===== config.mk =====
export PLATFORM = sky130hd
export DESIGN_NAME = ctf_framer
export DESIGN_NICKNAME = d
export VERILOG_FILES = /design/src/hw/ctf_pkg.sv /design/src/hw/ctf_framer.sv
export SDC_FILE = /design/constraint.sdc
export NUM_CORES = 1
export LEC_CHECK = 0
export CAP_MARGIN = 0
export CORE_UTILIZATION = 48
export CTS_CLUSTER_DIAMETER = 80
export DETAILED_ROUTE_END_ITERATION = 8
export DONT_BUFFER_PORTS = 1
export PLACE_DENSITY = 0.76
export SLEW_MARGIN = 20
export SYNTH_ARGS = -nofsm -noshare
export SYNTH_HDL_FRONTEND = slang
export SYNTH_SLANG_ARGS = --single-unit

===== constraint.sdc =====
create_clock -name CLK -period 5.4 [get_ports CLK]
set_input_delay 0.54 -clock CLK [delete_from_list [all_inputs] [get_ports CLK]]
set_output_delay 0.54 -clock CLK [all_outputs]
set_load 0.05 [all_outputs]

===== src/hw/ctf_pkg.sv =====
package ctf_pkg;

	// character codes on the link
	localparam logic [7:0] CTF_CHAR_START = 8'h0A;
	localparam logic [7:0] CTF_CHAR_END = 8'h0D;
	localparam logic [7:0] CTF_CHAR_PAD = 8'h0D;
	localparam logic [7:0] CTF_CHAR_SEP = 8'h20;
	localparam logic [7:0] CTF_CHAR_ZERO = 8'h30;
	localparam logic [7:0] CTF_CHAR_NINE = 8'h39;
	localparam logic [7:0] CTF_CHAR_UA = 8'h41;
	localparam logic [7:0] CTF_CHAR_UF = 8'h46;
	localparam logic [7:0] CTF_HEX_ALPHA_OFS = 8'h37;
	localparam logic [3:0] CTF_HEX_DIGITS = 4'hA;

	// field geometry, in characters; CTF_LEN_W and CTF_NIB_W are bit widths
	localparam int CTF_LEN_W = 9;
	localparam logic [8:0] CTF_OVERHEAD = 9'h020;
	localparam logic [8:0] CTF_MAX_LEN = 9'h100;
	localparam int CTF_HDR_LEN = 27;
	localparam logic [4:0] CTF_HDR_LAST = 5'h1A;
	localparam logic [1:0] CTF_CRC_LAST = 2'h3;
	localparam logic [8:0] CTF_TAIL_LEN = 9'h005;
	localparam int CTF_CRC_CHARS = 4;
	localparam int CTF_NIB_W = 4;

	// checksum, polynomial and preset
	localparam logic [15:0] CTF_CRC_POLY = 16'h1021;
	localparam logic [15:0] CTF_CRC_INIT = 16'hFFFF;

	typedef enum logic [2:0] {
		CTF_TX_IDLE,
		CTF_TX_HEAD,
		CTF_TX_BODY,
		CTF_TX_CHECK,
		CTF_TX_STOP,
		CTF_TX_PAD
	} ctf_tx_e;

	typedef enum logic {
		CTF_RX_HUNT,
		CTF_RX_IN
	} ctf_rx_e;

endpackage : ctf_pkg


===== src/hw/ctf_framer.sv =====
// What this block does
// packet nests data link, network, transport and logical layers
// one framing for synchronous and asynchronous links; only padding differs
// each frame carries one payload field: packet, padding, or both
// payload field fills exactly the configured length of characters; the code does so on synchronous links only
// on synchronous links the configured length should stay constant
// packet overhead is 32 characters; length must exceed 32; the code flags short lengths on synchronous links only
// lengths above 256 characters are invalid on both link types
// synchronous links pad remaining positions after packet or empty frame
// asynchronous links send packets when ready without padding
// link packet: start, network packet, four checksum characters, end
// network packet: source address, separator, destination, separator, transport
// transport fields: sequence, acknowledge, repetition, validity, flag, separated
// logical message characters pass through unchanged
// start is line feed; end and padding are carriage return
// checksum is four hex characters over network packet characters
// receiver drops packets missing end or failing checksum
// separators are single space characters
// byte-wide valid/ready streams plus a frame start strobe
// length loads only between frames; synchronous range errors flagged
`timescale 1ns/1ps
`default_nettype none

module ctf_framer
	import ctf_pkg::*;
(
	// clock and reset
	input wire logic CLK,
	input wire logic RESET,
	// configuration
	input wire logic [8:0] CFG_LENGTH,
	input wire logic CFG_SYNC,
	input wire logic CFG_LOAD,
	output logic LEN_ERROR,
	// frame timing and packet request
	input wire logic FRAME_START,
	input wire logic PKT_VALID,
	output logic PKT_SENT,
	output logic BUSY,
	// header fields, stable from frame start until packet sent
	input wire logic [15:0] SRC_ADDR,
	input wire logic [15:0] DST_ADDR,
	input wire logic [23:0] SEQ_CHARS,
	input wire logic [23:0] ACK_CHARS,
	input wire logic [7:0] REP_CHAR,
	input wire logic [7:0] ACKV_CHAR,
	input wire logic [23:0] FLAG_CHARS,
	// logical message in
	input wire logic MSG_VALID,
	input wire logic [7:0] MSG_DATA,
	input wire logic MSG_LAST,
	output logic MSG_READY,
	// payload field out
	output logic OUT_VALID,
	output logic [7:0] OUT_DATA,
	output logic OUT_FIRST,
	output logic OUT_LAST,
	input wire logic OUT_READY,
	// payload field in, receive check
	input wire logic RX_VALID,
	input wire logic [7:0] RX_DATA,
	input wire logic RX_FRAME_END,
	output logic RX_PKT_GOOD,
	output logic RX_PKT_BAD,
	output logic [8:0] RX_PKT_LEN
);

	////////////////////////////////////////////////////////////////////////////
	// helpers

	// bit-serial crc, msb first
	function automatic logic [15:0] crc_upd(input logic [15:0] c, input logic [7:0] ch);
		logic [15:0] r;
		r = c;
		for (int i = 7; i >= 0; i--) begin
			if (r[15] ^ ch[i]) begin
				r = {r[14:0], 1'b0} ^ CTF_CRC_POLY;
			end else begin
				r = {r[14:0], 1'b0};
			end
		end
		return r;
	endfunction : crc_upd

	// nibble to upper-case hex character
	function automatic logic [7:0] hex_chr(input logic [3:0] n);
		logic [7:0] w;
		w = {4'h0, n};
		if (n < CTF_HEX_DIGITS) begin
			return CTF_CHAR_ZERO + w;
		end
		return CTF_HEX_ALPHA_OFS + w;
	endfunction : hex_chr

	////////////////////////////////////////////////////////////////////////////
	// configuration

	logic [8:0] len_q, len_d;
	logic sync_q, sync_d;
	logic err_q, err_d;
	ctf_tx_e tx_q, tx_d;

	// length may change only while idle, so a running frame keeps its size
	always_comb begin
		len_d = len_q;
		sync_d = sync_q;
		if (CFG_LOAD && tx_q == CTF_TX_IDLE) begin
			len_d = CFG_LENGTH;
			sync_d = CFG_SYNC;
		end
		err_d = (len_d > CTF_MAX_LEN) || (sync_d && len_d <= CTF_OVERHEAD);
	end

	always_ff @(posedge CLK or posedge RESET) begin
		if (RESET) begin
			len_q <= CTF_MAX_LEN;
			sync_q <= 1'b1;
			err_q <= 1'b0;
		end else begin
			len_q <= len_d;
			sync_q <= sync_d;
			err_q <= err_d;
		end
	end

	assign LEN_ERROR = err_q;

	////////////////////////////////////////////////////////////////////////////
	// header characters, start through last separator

	logic [8*CTF_HDR_LEN-1:0] hdr_vec;

	assign hdr_vec = {CTF_CHAR_START,
		hex_chr(SRC_ADDR[15:12]), hex_chr(SRC_ADDR[11:8]),
		hex_chr(SRC_ADDR[7:4]), hex_chr(SRC_ADDR[3:0]), CTF_CHAR_SEP,
		hex_chr(DST_ADDR[15:12]), hex_chr(DST_ADDR[11:8]),
		hex_chr(DST_ADDR[7:4]), hex_chr(DST_ADDR[3:0]), CTF_CHAR_SEP,
		SEQ_CHARS, CTF_CHAR_SEP, ACK_CHARS, CTF_CHAR_SEP,
		REP_CHAR, CTF_CHAR_SEP, ACKV_CHAR, CTF_CHAR_SEP,
		FLAG_CHARS, CTF_CHAR_SEP};

	////////////////////////////////////////////////////////////////////////////
	// transmit sequencer

	logic [4:0] idx_q, idx_d;
	logic [8:0] pos_q, pos_d;
	logic [15:0] crc_q, crc_d;
	logic first_q, first_d;
	logic ov_q, ov_d;
	logic [7:0] od_q, od_d;
	logic of_q, of_d;
	logic ol_q, ol_d;
	logic adv, emit, is_end;
	logic [7:0] ch;
	logic [8:0] pos_nx;

	assign adv = !ov_q || OUT_READY;
	assign pos_nx = pos_q + 9'h001;

	always_comb begin
		tx_d = tx_q;
		idx_d = idx_q;
		pos_d = pos_q;
		crc_d = crc_q;
		first_d = first_q;
		ov_d = adv ? 1'b0 : ov_q;
		od_d = od_q;
		of_d = adv ? 1'b0 : of_q;
		ol_d = adv ? 1'b0 : ol_q;
		emit = 1'b0;
		is_end = 1'b0;
		ch = CTF_CHAR_PAD;
		MSG_READY = 1'b0;
		PKT_SENT = 1'b0;
		unique case (tx_q)
			CTF_TX_IDLE: begin
				// a strobe with an invalid length is dropped; nothing is sent
				// a strobe meeting a load is dropped too, else the frame runs unchecked
				if (FRAME_START && !err_q && !CFG_LOAD) begin
					pos_d = '0;
					first_d = 1'b1;
					idx_d = '0;
					crc_d = CTF_CRC_INIT;
					if (PKT_VALID) begin
						tx_d = CTF_TX_HEAD;
					end else if (sync_q) begin
						tx_d = CTF_TX_PAD;
					end
				end
			end
			CTF_TX_HEAD: begin
				if (adv) begin
					emit = 1'b1;
					ch = hdr_vec[8*(CTF_HDR_LEN-1-int'(idx_q)) +: 8];
					if (idx_q != '0) begin
						crc_d = crc_upd(crc_q, ch);
					end
					idx_d = idx_q + 5'h01;
					if (idx_q == CTF_HDR_LAST) begin
						tx_d = CTF_TX_BODY;
					end
				end
			end
			CTF_TX_BODY: begin
				// a message longer than the room left is cut; rest stays queued
				if (pos_q >= len_q - CTF_TAIL_LEN) begin
					tx_d = CTF_TX_CHECK;
					idx_d = '0;
				end else begin
					MSG_READY = adv;
					if (adv && MSG_VALID) begin
						emit = 1'b1;
						ch = MSG_DATA;
						crc_d = crc_upd(crc_q, ch);
						if (MSG_LAST) begin
							tx_d = CTF_TX_CHECK;
							idx_d = '0;
						end
					end
				end
			end
			CTF_TX_CHECK: begin
				if (adv) begin
					emit = 1'b1;
					ch = hex_chr(crc_q[4*(3-int'(idx_q[1:0])) +: 4]);
					idx_d = idx_q + 5'h01;
					if (idx_q[1:0] == CTF_CRC_LAST) begin
						tx_d = CTF_TX_STOP;
					end
				end
			end
			CTF_TX_STOP: begin
				if (adv) begin
					emit = 1'b1;
					is_end = 1'b1;
					ch = CTF_CHAR_END;
					PKT_SENT = 1'b1;
					// asynchronous links end the field with the packet
					if (sync_q && pos_nx != len_q) begin
						tx_d = CTF_TX_PAD;
					end else begin
						tx_d = CTF_TX_IDLE;
					end
				end
			end
			CTF_TX_PAD: begin
				if (adv) begin
					emit = 1'b1;
					ch = CTF_CHAR_PAD;
					if (pos_nx == len_q) begin
						tx_d = CTF_TX_IDLE;
					end
				end
			end
		endcase
		if (emit) begin
			ov_d = 1'b1;
			od_d = ch;
			of_d = first_q;
			first_d = 1'b0;
			ol_d = sync_q ? (pos_nx == len_q) : is_end;
			pos_d = pos_nx;
		end
	end

	always_ff @(posedge CLK or posedge RESET) begin
		if (RESET) begin
			tx_q <= CTF_TX_IDLE;
			idx_q <= '0;
			pos_q <= '0;
			crc_q <= CTF_CRC_INIT;
			first_q <= 1'b0;
			ov_q <= 1'b0;
			od_q <= 8'h00;
			of_q <= 1'b0;
			ol_q <= 1'b0;
		end else begin
			tx_q <= tx_d;
			idx_q <= idx_d;
			pos_q <= pos_d;
			crc_q <= crc_d;
			first_q <= first_d;
			ov_q <= ov_d;
			od_q <= od_d;
			of_q <= of_d;
			ol_q <= ol_d;
		end
	end

	assign OUT_VALID = ov_q;
	assign OUT_DATA = od_q;
	assign OUT_FIRST = of_q;
	assign OUT_LAST = ol_q;
	assign BUSY = (tx_q != CTF_TX_IDLE);

	////////////////////////////////////////////////////////////////////////////
	// receive check

	ctf_rx_e rx_q, rx_d;
	logic [8:0] cnt_q, cnt_d;
	logic [15:0] rcrc_q, rcrc_d;
	logic [15:0] hist_q [CTF_CRC_CHARS];
	logic [15:0] hist_d [CTF_CRC_CHARS];
	logic [7:0] tail_q [CTF_CRC_CHARS];
	logic [7:0] tail_d [CTF_CRC_CHARS];
	logic [15:0] rx_sum;
	logic [CTF_CRC_CHARS-1:0] tail_ok;
	logic good_q, good_d, bad_q, bad_d;
	logic [8:0] rlen_q, rlen_d;
	logic shift;

	// decode the last four characters as the received checksum
	genvar g;
	generate
		for (g = 0; g < CTF_CRC_CHARS; g++) begin : g_dec
			logic [7:0] c;
			assign c = tail_q[g];
			assign tail_ok[g] = (c >= CTF_CHAR_ZERO && c <= CTF_CHAR_NINE) ||
				(c >= CTF_CHAR_UA && c <= CTF_CHAR_UF);
			assign rx_sum[CTF_NIB_W*g +: CTF_NIB_W] = (c <= CTF_CHAR_NINE) ?
				c[3:0] : 4'(c - CTF_HEX_ALPHA_OFS);
			// history and tail shift together, newest at entry zero
			if (g == 0) begin : g_head
				always_comb begin
					hist_d[g] = shift ? rcrc_q : hist_q[g];
					tail_d[g] = shift ? RX_DATA : tail_q[g];
				end
			end else begin : g_tail
				// a generate branch, so entry zero never names a neighbour below it
				always_comb begin
					hist_d[g] = shift ? hist_q[g-1] : hist_q[g];
					tail_d[g] = shift ? tail_q[g-1] : tail_q[g];
				end
			end
			always_ff @(posedge CLK or posedge RESET) begin
				if (RESET) begin
					hist_q[g] <= CTF_CRC_INIT;
					tail_q[g] <= 8'h00;
				end else begin
					hist_q[g] <= hist_d[g];
					tail_q[g] <= tail_d[g];
				end
			end
		end
	endgenerate

	// frame end outranks a character in the same cycle
	always_comb begin
		rx_d = rx_q;
		cnt_d = cnt_q;
		rcrc_d = rcrc_q;
		rlen_d = rlen_q;
		good_d = 1'b0;
		bad_d = 1'b0;
		shift = 1'b0;
		unique case (rx_q)
			CTF_RX_HUNT: begin
				if (RX_VALID && RX_DATA == CTF_CHAR_START) begin
					rx_d = CTF_RX_IN;
					cnt_d = 9'h001;
					rcrc_d = CTF_CRC_INIT;
				end
			end
			CTF_RX_IN: begin
				if (RX_FRAME_END) begin
					bad_d = 1'b1;
					rx_d = CTF_RX_HUNT;
				end else if (RX_VALID) begin
					cnt_d = cnt_q + 9'h001;
					if (RX_DATA == CTF_CHAR_END) begin
						rlen_d = cnt_d;
						rx_d = CTF_RX_HUNT;
						if (cnt_d >= CTF_OVERHEAD && (&tail_ok) &&
							hist_q[CTF_CRC_CHARS-1] == rx_sum) begin
							good_d = 1'b1;
						end else begin
							bad_d = 1'b1;
						end
					end else if (cnt_d >= CTF_MAX_LEN) begin
						bad_d = 1'b1;
						rx_d = CTF_RX_HUNT;
					end else begin
						shift = 1'b1;
						rcrc_d = crc_upd(rcrc_q, RX_DATA);
					end
				end
			end
		endcase
	end

	always_ff @(posedge CLK or posedge RESET) begin
		if (RESET) begin
			rx_q <= CTF_RX_HUNT;
			cnt_q <= '0;
			rcrc_q <= CTF_CRC_INIT;
			rlen_q <= '0;
			good_q <= 1'b0;
			bad_q <= 1'b0;
		end else begin
			rx_q <= rx_d;
			cnt_q <= cnt_d;
			rcrc_q <= rcrc_d;
			rlen_q <= rlen_d;
			good_q <= good_d;
			bad_q <= bad_d;
		end
	end

	assign RX_PKT_GOOD = good_q;
	assign RX_PKT_BAD = bad_q;
	assign RX_PKT_LEN = rlen_q;

endmodule : ctf_framer

`default_nettype wire


=== Word-level counts from Yosys, hierarchy flattened ===
Cells that the tools add are included.

* Flip-flop bits (word level): 189
* Input bits: 156
* Output and inout bits: 26
* Logic and storage cells: 427

* $add $sub $neg: 28
* Magnitude comparators: 30
* Equal/unequal tests: 32
* Shift-type cells: 2
* Mux-type cells: 216
* Bitwise logic cells: 49
* Reduce and logical (&&, ||, !) cells: 44

{| class="wikitable"
|+ Operators by type and width
! operator !! count
|-
| 16-bit two-way mux || 87
|-
| 13-bit two-way mux || 24
|-
| 216-bit by 9-bit indexed part select with 8-bit output || 1
|-
| 8-bit two-way mux || 22
|-
| 6-bit by 4-bit adder with 7-bit output (first input constant) || 18
|-
| 3-bit NOT || 23
|-
| 9-bit two-way mux || 7
|-
| 16-bit one-hot mux with 3 select lines || 1
|-
| 1-bit two-way mux || 45
|-
| 3-bit two-way mux || 14
|-
| 4-bit < comparator (second input constant) || 9
|-
| 8-bit by 6-bit >= comparator with 1-bit output (second input constant) || 4
|-
| 8-bit by 7-bit >= comparator with 1-bit output (second input constant) || 4
|-
| 8-bit by 6-bit <= comparator with 1-bit output (second input constant) || 4
|-
| 8-bit by 7-bit <= comparator with 1-bit output (second input constant) || 4
|-
| 16-bit one-hot mux with 2 select lines || 1
|-
| 2-bit inequality test (second input constant) || 15
|-
| 5-bit two-way mux || 5
|-
| 8-bit one-hot mux with 3 select lines || 1
|-
| 1-bit bitwise XOR || 24
|-
| 9-bit by 1-bit adder with 9-bit output (second input constant) || 2
|-
| 3-bit one-hot mux with 6 select lines || 1
|-
| 9-bit one-hot mux with 2 select lines || 1
|-
| 1-bit logical AND || 17
|-
| 40 further kinds || 67
|}

=== Logic depth before layout (Yosys ltp) ===
* Depth after elaboration: 56
* Mapped depth: 15
* Mapped depth without buffers: 14

=== Worst setup path before layout ===
Ideal clock, no wire load.

* Kind: register -> output
* Start point: register len_q[1]
* End point: output MSG_READY
* Arrival: 3.088 ns
* Required time: 4.860 ns
* Setup slack: 1.772 ns
* Stages on the path, launching flop included: 10
* Buffers on the path: 0
* Cells stage by stage: dfrtp_1 inv_1 ha_1 o21ai_0 xor2_1 ha_1 a2111oi_0 o21ai_0 o21a_1 nor3_1

* Longest elaborated chain between the ends: 4

{| class="wikitable"
|+ Ends and longest elaborated chain
! what !! RTL line !! source
|-
| start: declaration || ctf_framer.sv:98 || <nowiki>logic [8:0] len_q, len_d;</nowiki>
|-
| start signal: assignment || ctf_framer.sv:120 || <nowiki>len_q <= len_d;</nowiki>
|-
| 9-bit by 3-bit subtractor with 9-bit output || ctf_framer.sv:206 || <nowiki>if (pos_q >= len_q - CTF_TAIL_LEN) begin</nowiki>
|-
| 9-bit >= comparator || ctf_framer.sv:206 ||
|-
| 1-bit two-way mux || ctf_framer.sv:206 ||
|-
| 1-bit two-way mux || ctf_framer.sv:175 || <nowiki>unique case (tx_q)</nowiki>
|-
| end: declaration || ctf_framer.sv:52 || <nowiki>output logic MSG_READY,</nowiki>
|}

No other way between the ends.

=== Final worst setup path ===
* Start point: register idx_q[0]
* End point: register crc_q[2]

* Longest elaborated chain between the ends: 29
* Elaborated cells on any way between the ends: 32
* Classes of those cells: 1 x add/sub; 1 x eq/ne; 1 x shift; 25 x mux; 2 x bitwise; 2 x reduce/logical

{| class="wikitable"
|+ Ends and longest elaborated chain
! what !! RTL line !! source
|-
| start: declaration || ctf_framer.sv:145 || <nowiki>logic [4:0] idx_q, idx_d;</nowiki>
|-
| start signal: assignment || ctf_framer.sv:279 || <nowiki>idx_q <= idx_d;</nowiki>
|-
| 5-bit by 5-bit subtractor with 6-bit output || ctf_framer.sv:194 || <nowiki>ch = hdr_vec[8*(CTF_HDR_LEN-1-int'(idx_q)) +: 8];</nowiki>
|-
| 216-bit by 9-bit indexed part select with 8-bit output || ctf_framer.sv:194 ||
|-
| 1-bit bitwise XOR || ctf_framer.sv:76 || <nowiki>if (r[15] ^ ch[i]) begin</nowiki>
|-
| 13-bit two-way mux || ctf_framer.sv:76 ||
|-
| 16-bit two-way mux || ctf_framer.sv:195 || <nowiki>if (idx_q != '0) begin</nowiki>
|-
| 16-bit two-way mux || ctf_framer.sv:192 || <nowiki>if (adv) begin</nowiki>
|-
| 16-bit two-way mux || ctf_framer.sv:175 ||
|-
| 16-bit two-way mux || ctf_framer.sv:195 ||
|-
| [... 13 more ...] || - ||
|-
| 13-bit two-way mux || ctf_framer.sv:76 ||
|-
| 16-bit two-way mux || ctf_framer.sv:195 ||
|-
| 16-bit two-way mux || ctf_framer.sv:192 ||
|-
| 16-bit two-way mux || ctf_framer.sv:175 ||
|-
| 13-bit two-way mux || ctf_framer.sv:76 ||
|-
| 16-bit two-way mux || ctf_framer.sv:195 ||
|-
| 16-bit two-way mux || ctf_framer.sv:192 ||
|-
| 16-bit one-hot mux with 3 select lines || ctf_framer.sv:175 ||
|-
| end signal: assignment || ctf_framer.sv:281 || <nowiki>crc_q <= crc_d;</nowiki>
|-
| end: declaration || ctf_framer.sv:147 || <nowiki>logic [15:0] crc_q, crc_d;</nowiki>
|}

Several ways; a longest one is shown, not always the timed one. The select of a mux whose other input is x is not followed.
A chain may end at the register's enable or synchronous reset.

==> qor.yml <==
drt:
  vias_per_cell: 6.209
  vias: 9928
  detail-route-antenna-nets: 0
  routed_wl_um: 32280
  drtPass1Iterations: 5
  drcViolationCount: 0
  drt_iter0_drc: 877
  detail_route.wl_per_cell_um: 20.19
critical_path:
  slowest_stage: "xor2_4"
  worstPathRequired_ns: 5.78
  arrival_ns: 4.81
  cp_common_cell: "buf_4"
  start_kind: "flop"
  path_cells: "buf_4 -> ha_1 -> xor2_4 -> buf_4 -> mux4_2 -> a22oi_1 -> a21oi_1 -> o22ai_1 -> xor2_1 -> xnor2_1 -> nor2_1 -> o32a_1"
  path_buf_inv: 2
  crit_family: "compound AO/OA/AOI/OAI gates"
  crit_path_max_fanout: 22
  cp_slowest_stage_delay_ns: 0.61
  crit_type: "reg2reg"
  cp-end-kind: "flop"
grt:
  grt_pass1_vias: 9600
  overflow: 0
  antenna_found_initial: 0
  grt_max_degree: 190
  track_usage_pct: 24.45
  grt_first_pass_wirelength_um: 50990
synth:
  async_flop_share_pct: 100.0
  yosys_warnings: 0
  synth_top_area_cell: "dfstp_2"
  ys_seq_elements: 189
  yosys-top-cells-area: "dfstp_2 20%, dfrtp_1 18%, mux2_2 8.7%"
  syn-num-nets: 1472
  synth_enable_flop_cells: 0
  ys_types: 84
  synthCells: 1279
  synth_most_common_cell: "o21ai_0"
  syn_avg_cell_area_um2: 9.845
  yosys-top-cells-count: "103 x o21ai_0, 98 x dfstp_2, 97 x mux2_2"
  synth_top_area_share_pct: 20.45
  synth_area_mm2: 0.01259
  seq_area_frac_synth_pct: 38.53
  synth_top_flop_cell: "dfstp_2"
timing:
  rsz0062_at_grt: "no"
  hold_violations: 0
  period_minus_slack_ns: 4.432
  tightestPinTransition_ns: 1.002
  slew_violations: 0
  relSlewSlack_pct: 33.06
  holdWs_ns: 0.1145
  post-route-period-util_pct: 82.08
  timing.fmax_mhz: 225.6
  finalSetupTns_ns: 0
  skew_ns: 0.01071
  setup_viol: 0
placement:
  detailed_place_hpwl_um: 24230
  place_congestion: 0.9733
  io_buffers: 0
  dp_cells: 1566
die:
  initial_utilization_pct: 49.44
  core-area_mm2: 0.02547
  ios: 182
  die_w_um: 164.0
  rows: 58
  fp.dieH_um: 164.0
  fp.dieArea_mm2: 0.02688
cells_and_area:
  nNetsFinal: 1449
  diodes: 0
  nFillCells: 2213
  areaGrowthSynthToFinish_pct: 7.413
  stdcell_count: 1599
  drive_gt1_share_pct: 22.06
cts:
  numCtsBuffers: 17
  clkTransAtPathRegs_ns: 0.08
  postCtsSetupRepairBufs: 0
  clk_path_buf_depth: 2
  cts_hold_buf: 0
  cts_resized: 0
  cts_htree_levels: 4
  clk_latency_ns: 0.45
  clockRootBuffer: "clkbuf_16"
  cts_tree: "built"
  clkSinkCount: 189
hold_path:
  hp-class: "in2async"
pwr:
  power_mw: 7.411
  p_per_area_mw_per_mm2: 547.9
  leakage_nw: 5.513
  ir_drop_mv: 0.3883
run:
  maxCapViolCount: 0
status:
  status: "finished clean"
-- layer usage --
metal / up-vias / track usage, % / wire length (µm)
met2: 419 / 40.66 / 15510
met4: 0 / 7.744 / 743
met1: 4781 / 31.14 / 13550
li1: 4676 / - / -
met3: 52 / 6.061 / 2467
met5: - / 0 / 0
-- kinds of logic (layout without fill, tap and decap cells) --
group,count (synthesis),in the layout,share of synthesized area (%)
AOI/OAI and AO/OA,333,333,17.97
buffers and inverters,114,104,4.124
muxes,129,129,12.51
adders and majority gates,37,37,3.676
xor gates and xnor gates,132,132,9.787
DFF,189,189,38.53
and+or+nand+nor,345,345,13.39
-- report_power, final --
group          internal, mW  switching, mW  total (mW)
Clock                 0.673          0.632        1.30
Sequential             1.71          0.487        2.20
Combinational          1.63           2.28        3.91
-- worst paths after layout --
| kind | startpoint | to | slack, ns | cells past startpoint |
|---|---|---|---|---|
| worst max-delay path | idx_q[0] | crc_q[2] | 0.97 | 12 |
| worst min-delay path | RESET | idx_q[4] | 0.11 | 2 |
| max in group asynchronous | RESET | crc_q[6] | 4.44 | 3 |
| worst min register to register | first_q | OUT_FIRST | 0.50 | 1 |
| min in group CLK | RX_FRAME_END | rx_q | 0.20 | 1 |
| worst max register to register | idx_q[0] | crc_q[2] | 0.97 | 12 |
-- layout make-up --
class | count | area (µm²) | area share, %
inverter | 49 | 187.7 | 1.388
sequential | 189 | 4852 | 35.87
clock buffer | 17 | 425.4 | 3.145
tap | 330 | 412.9 | 3.053
clock inverter | 15 | 198.9 | 1.471
multi-input combinational | 976 | 7243 | 53.55
timing repair buffer | 23 | 205.2 | 1.517
-- per-stage QoR --
stage	utilization [%]	setup slack, ns	area [µm²]
floorplan	-	1.772	12600
global placement	50.53	1.171	12870
detailed placement	50.53	1.060	12870
CTS	52.98	1.033	13490
global route	53.10	0.6140	13530
finish	53.10	0.9676	13530
-- sequential cells by signal, indices dropped and copies added (netlist names), 3 cells and up --
register	cells
len_q	9
cnt_q	9
idx_q	5
tx_q	3
pos_q	9
OUT_DATA	8
hist_q	64
rcrc_q	16
crc_q	16
g_dec.c	32
RX_PKT_LEN	9
-- cells in the final DEF (no fill, tap or decap), types with 11 or more instances in the layout --
cell       instances
xnor2_1           87
a21oi_1           57
clkbuf_16         17
o22a_1            11
nor2_1            84
nor2b_1           15
mux2_2            97
a22oi_1           12
dfstp_2           98
mux4_2            13
nor3_1            25
o21ai_0          103
mux2i_1           19
nand2_1           96
nand3_1           41
and3_1            15
nor3b_1           11
buf_4             21
inv_1             48
a31oi_1           20
xor2_1            39
dfrtp_1           91
ha_1              37
-- worst reg2reg max path: stages (launching register included) --
cell,delay (ns)
dfrtp_1,0.57
buf_4,0.33
ha_1,0.55
xor2_4,0.61
buf_4,0.33
mux4_2,0.33
a22oi_1,0.25
a21oi_1,0.12
o22ai_1,0.39
xor2_1,0.27
xnor2_1,0.21
nor2_1,0.07
o32a_1,0.33
(Power assumes the default switching activity.)
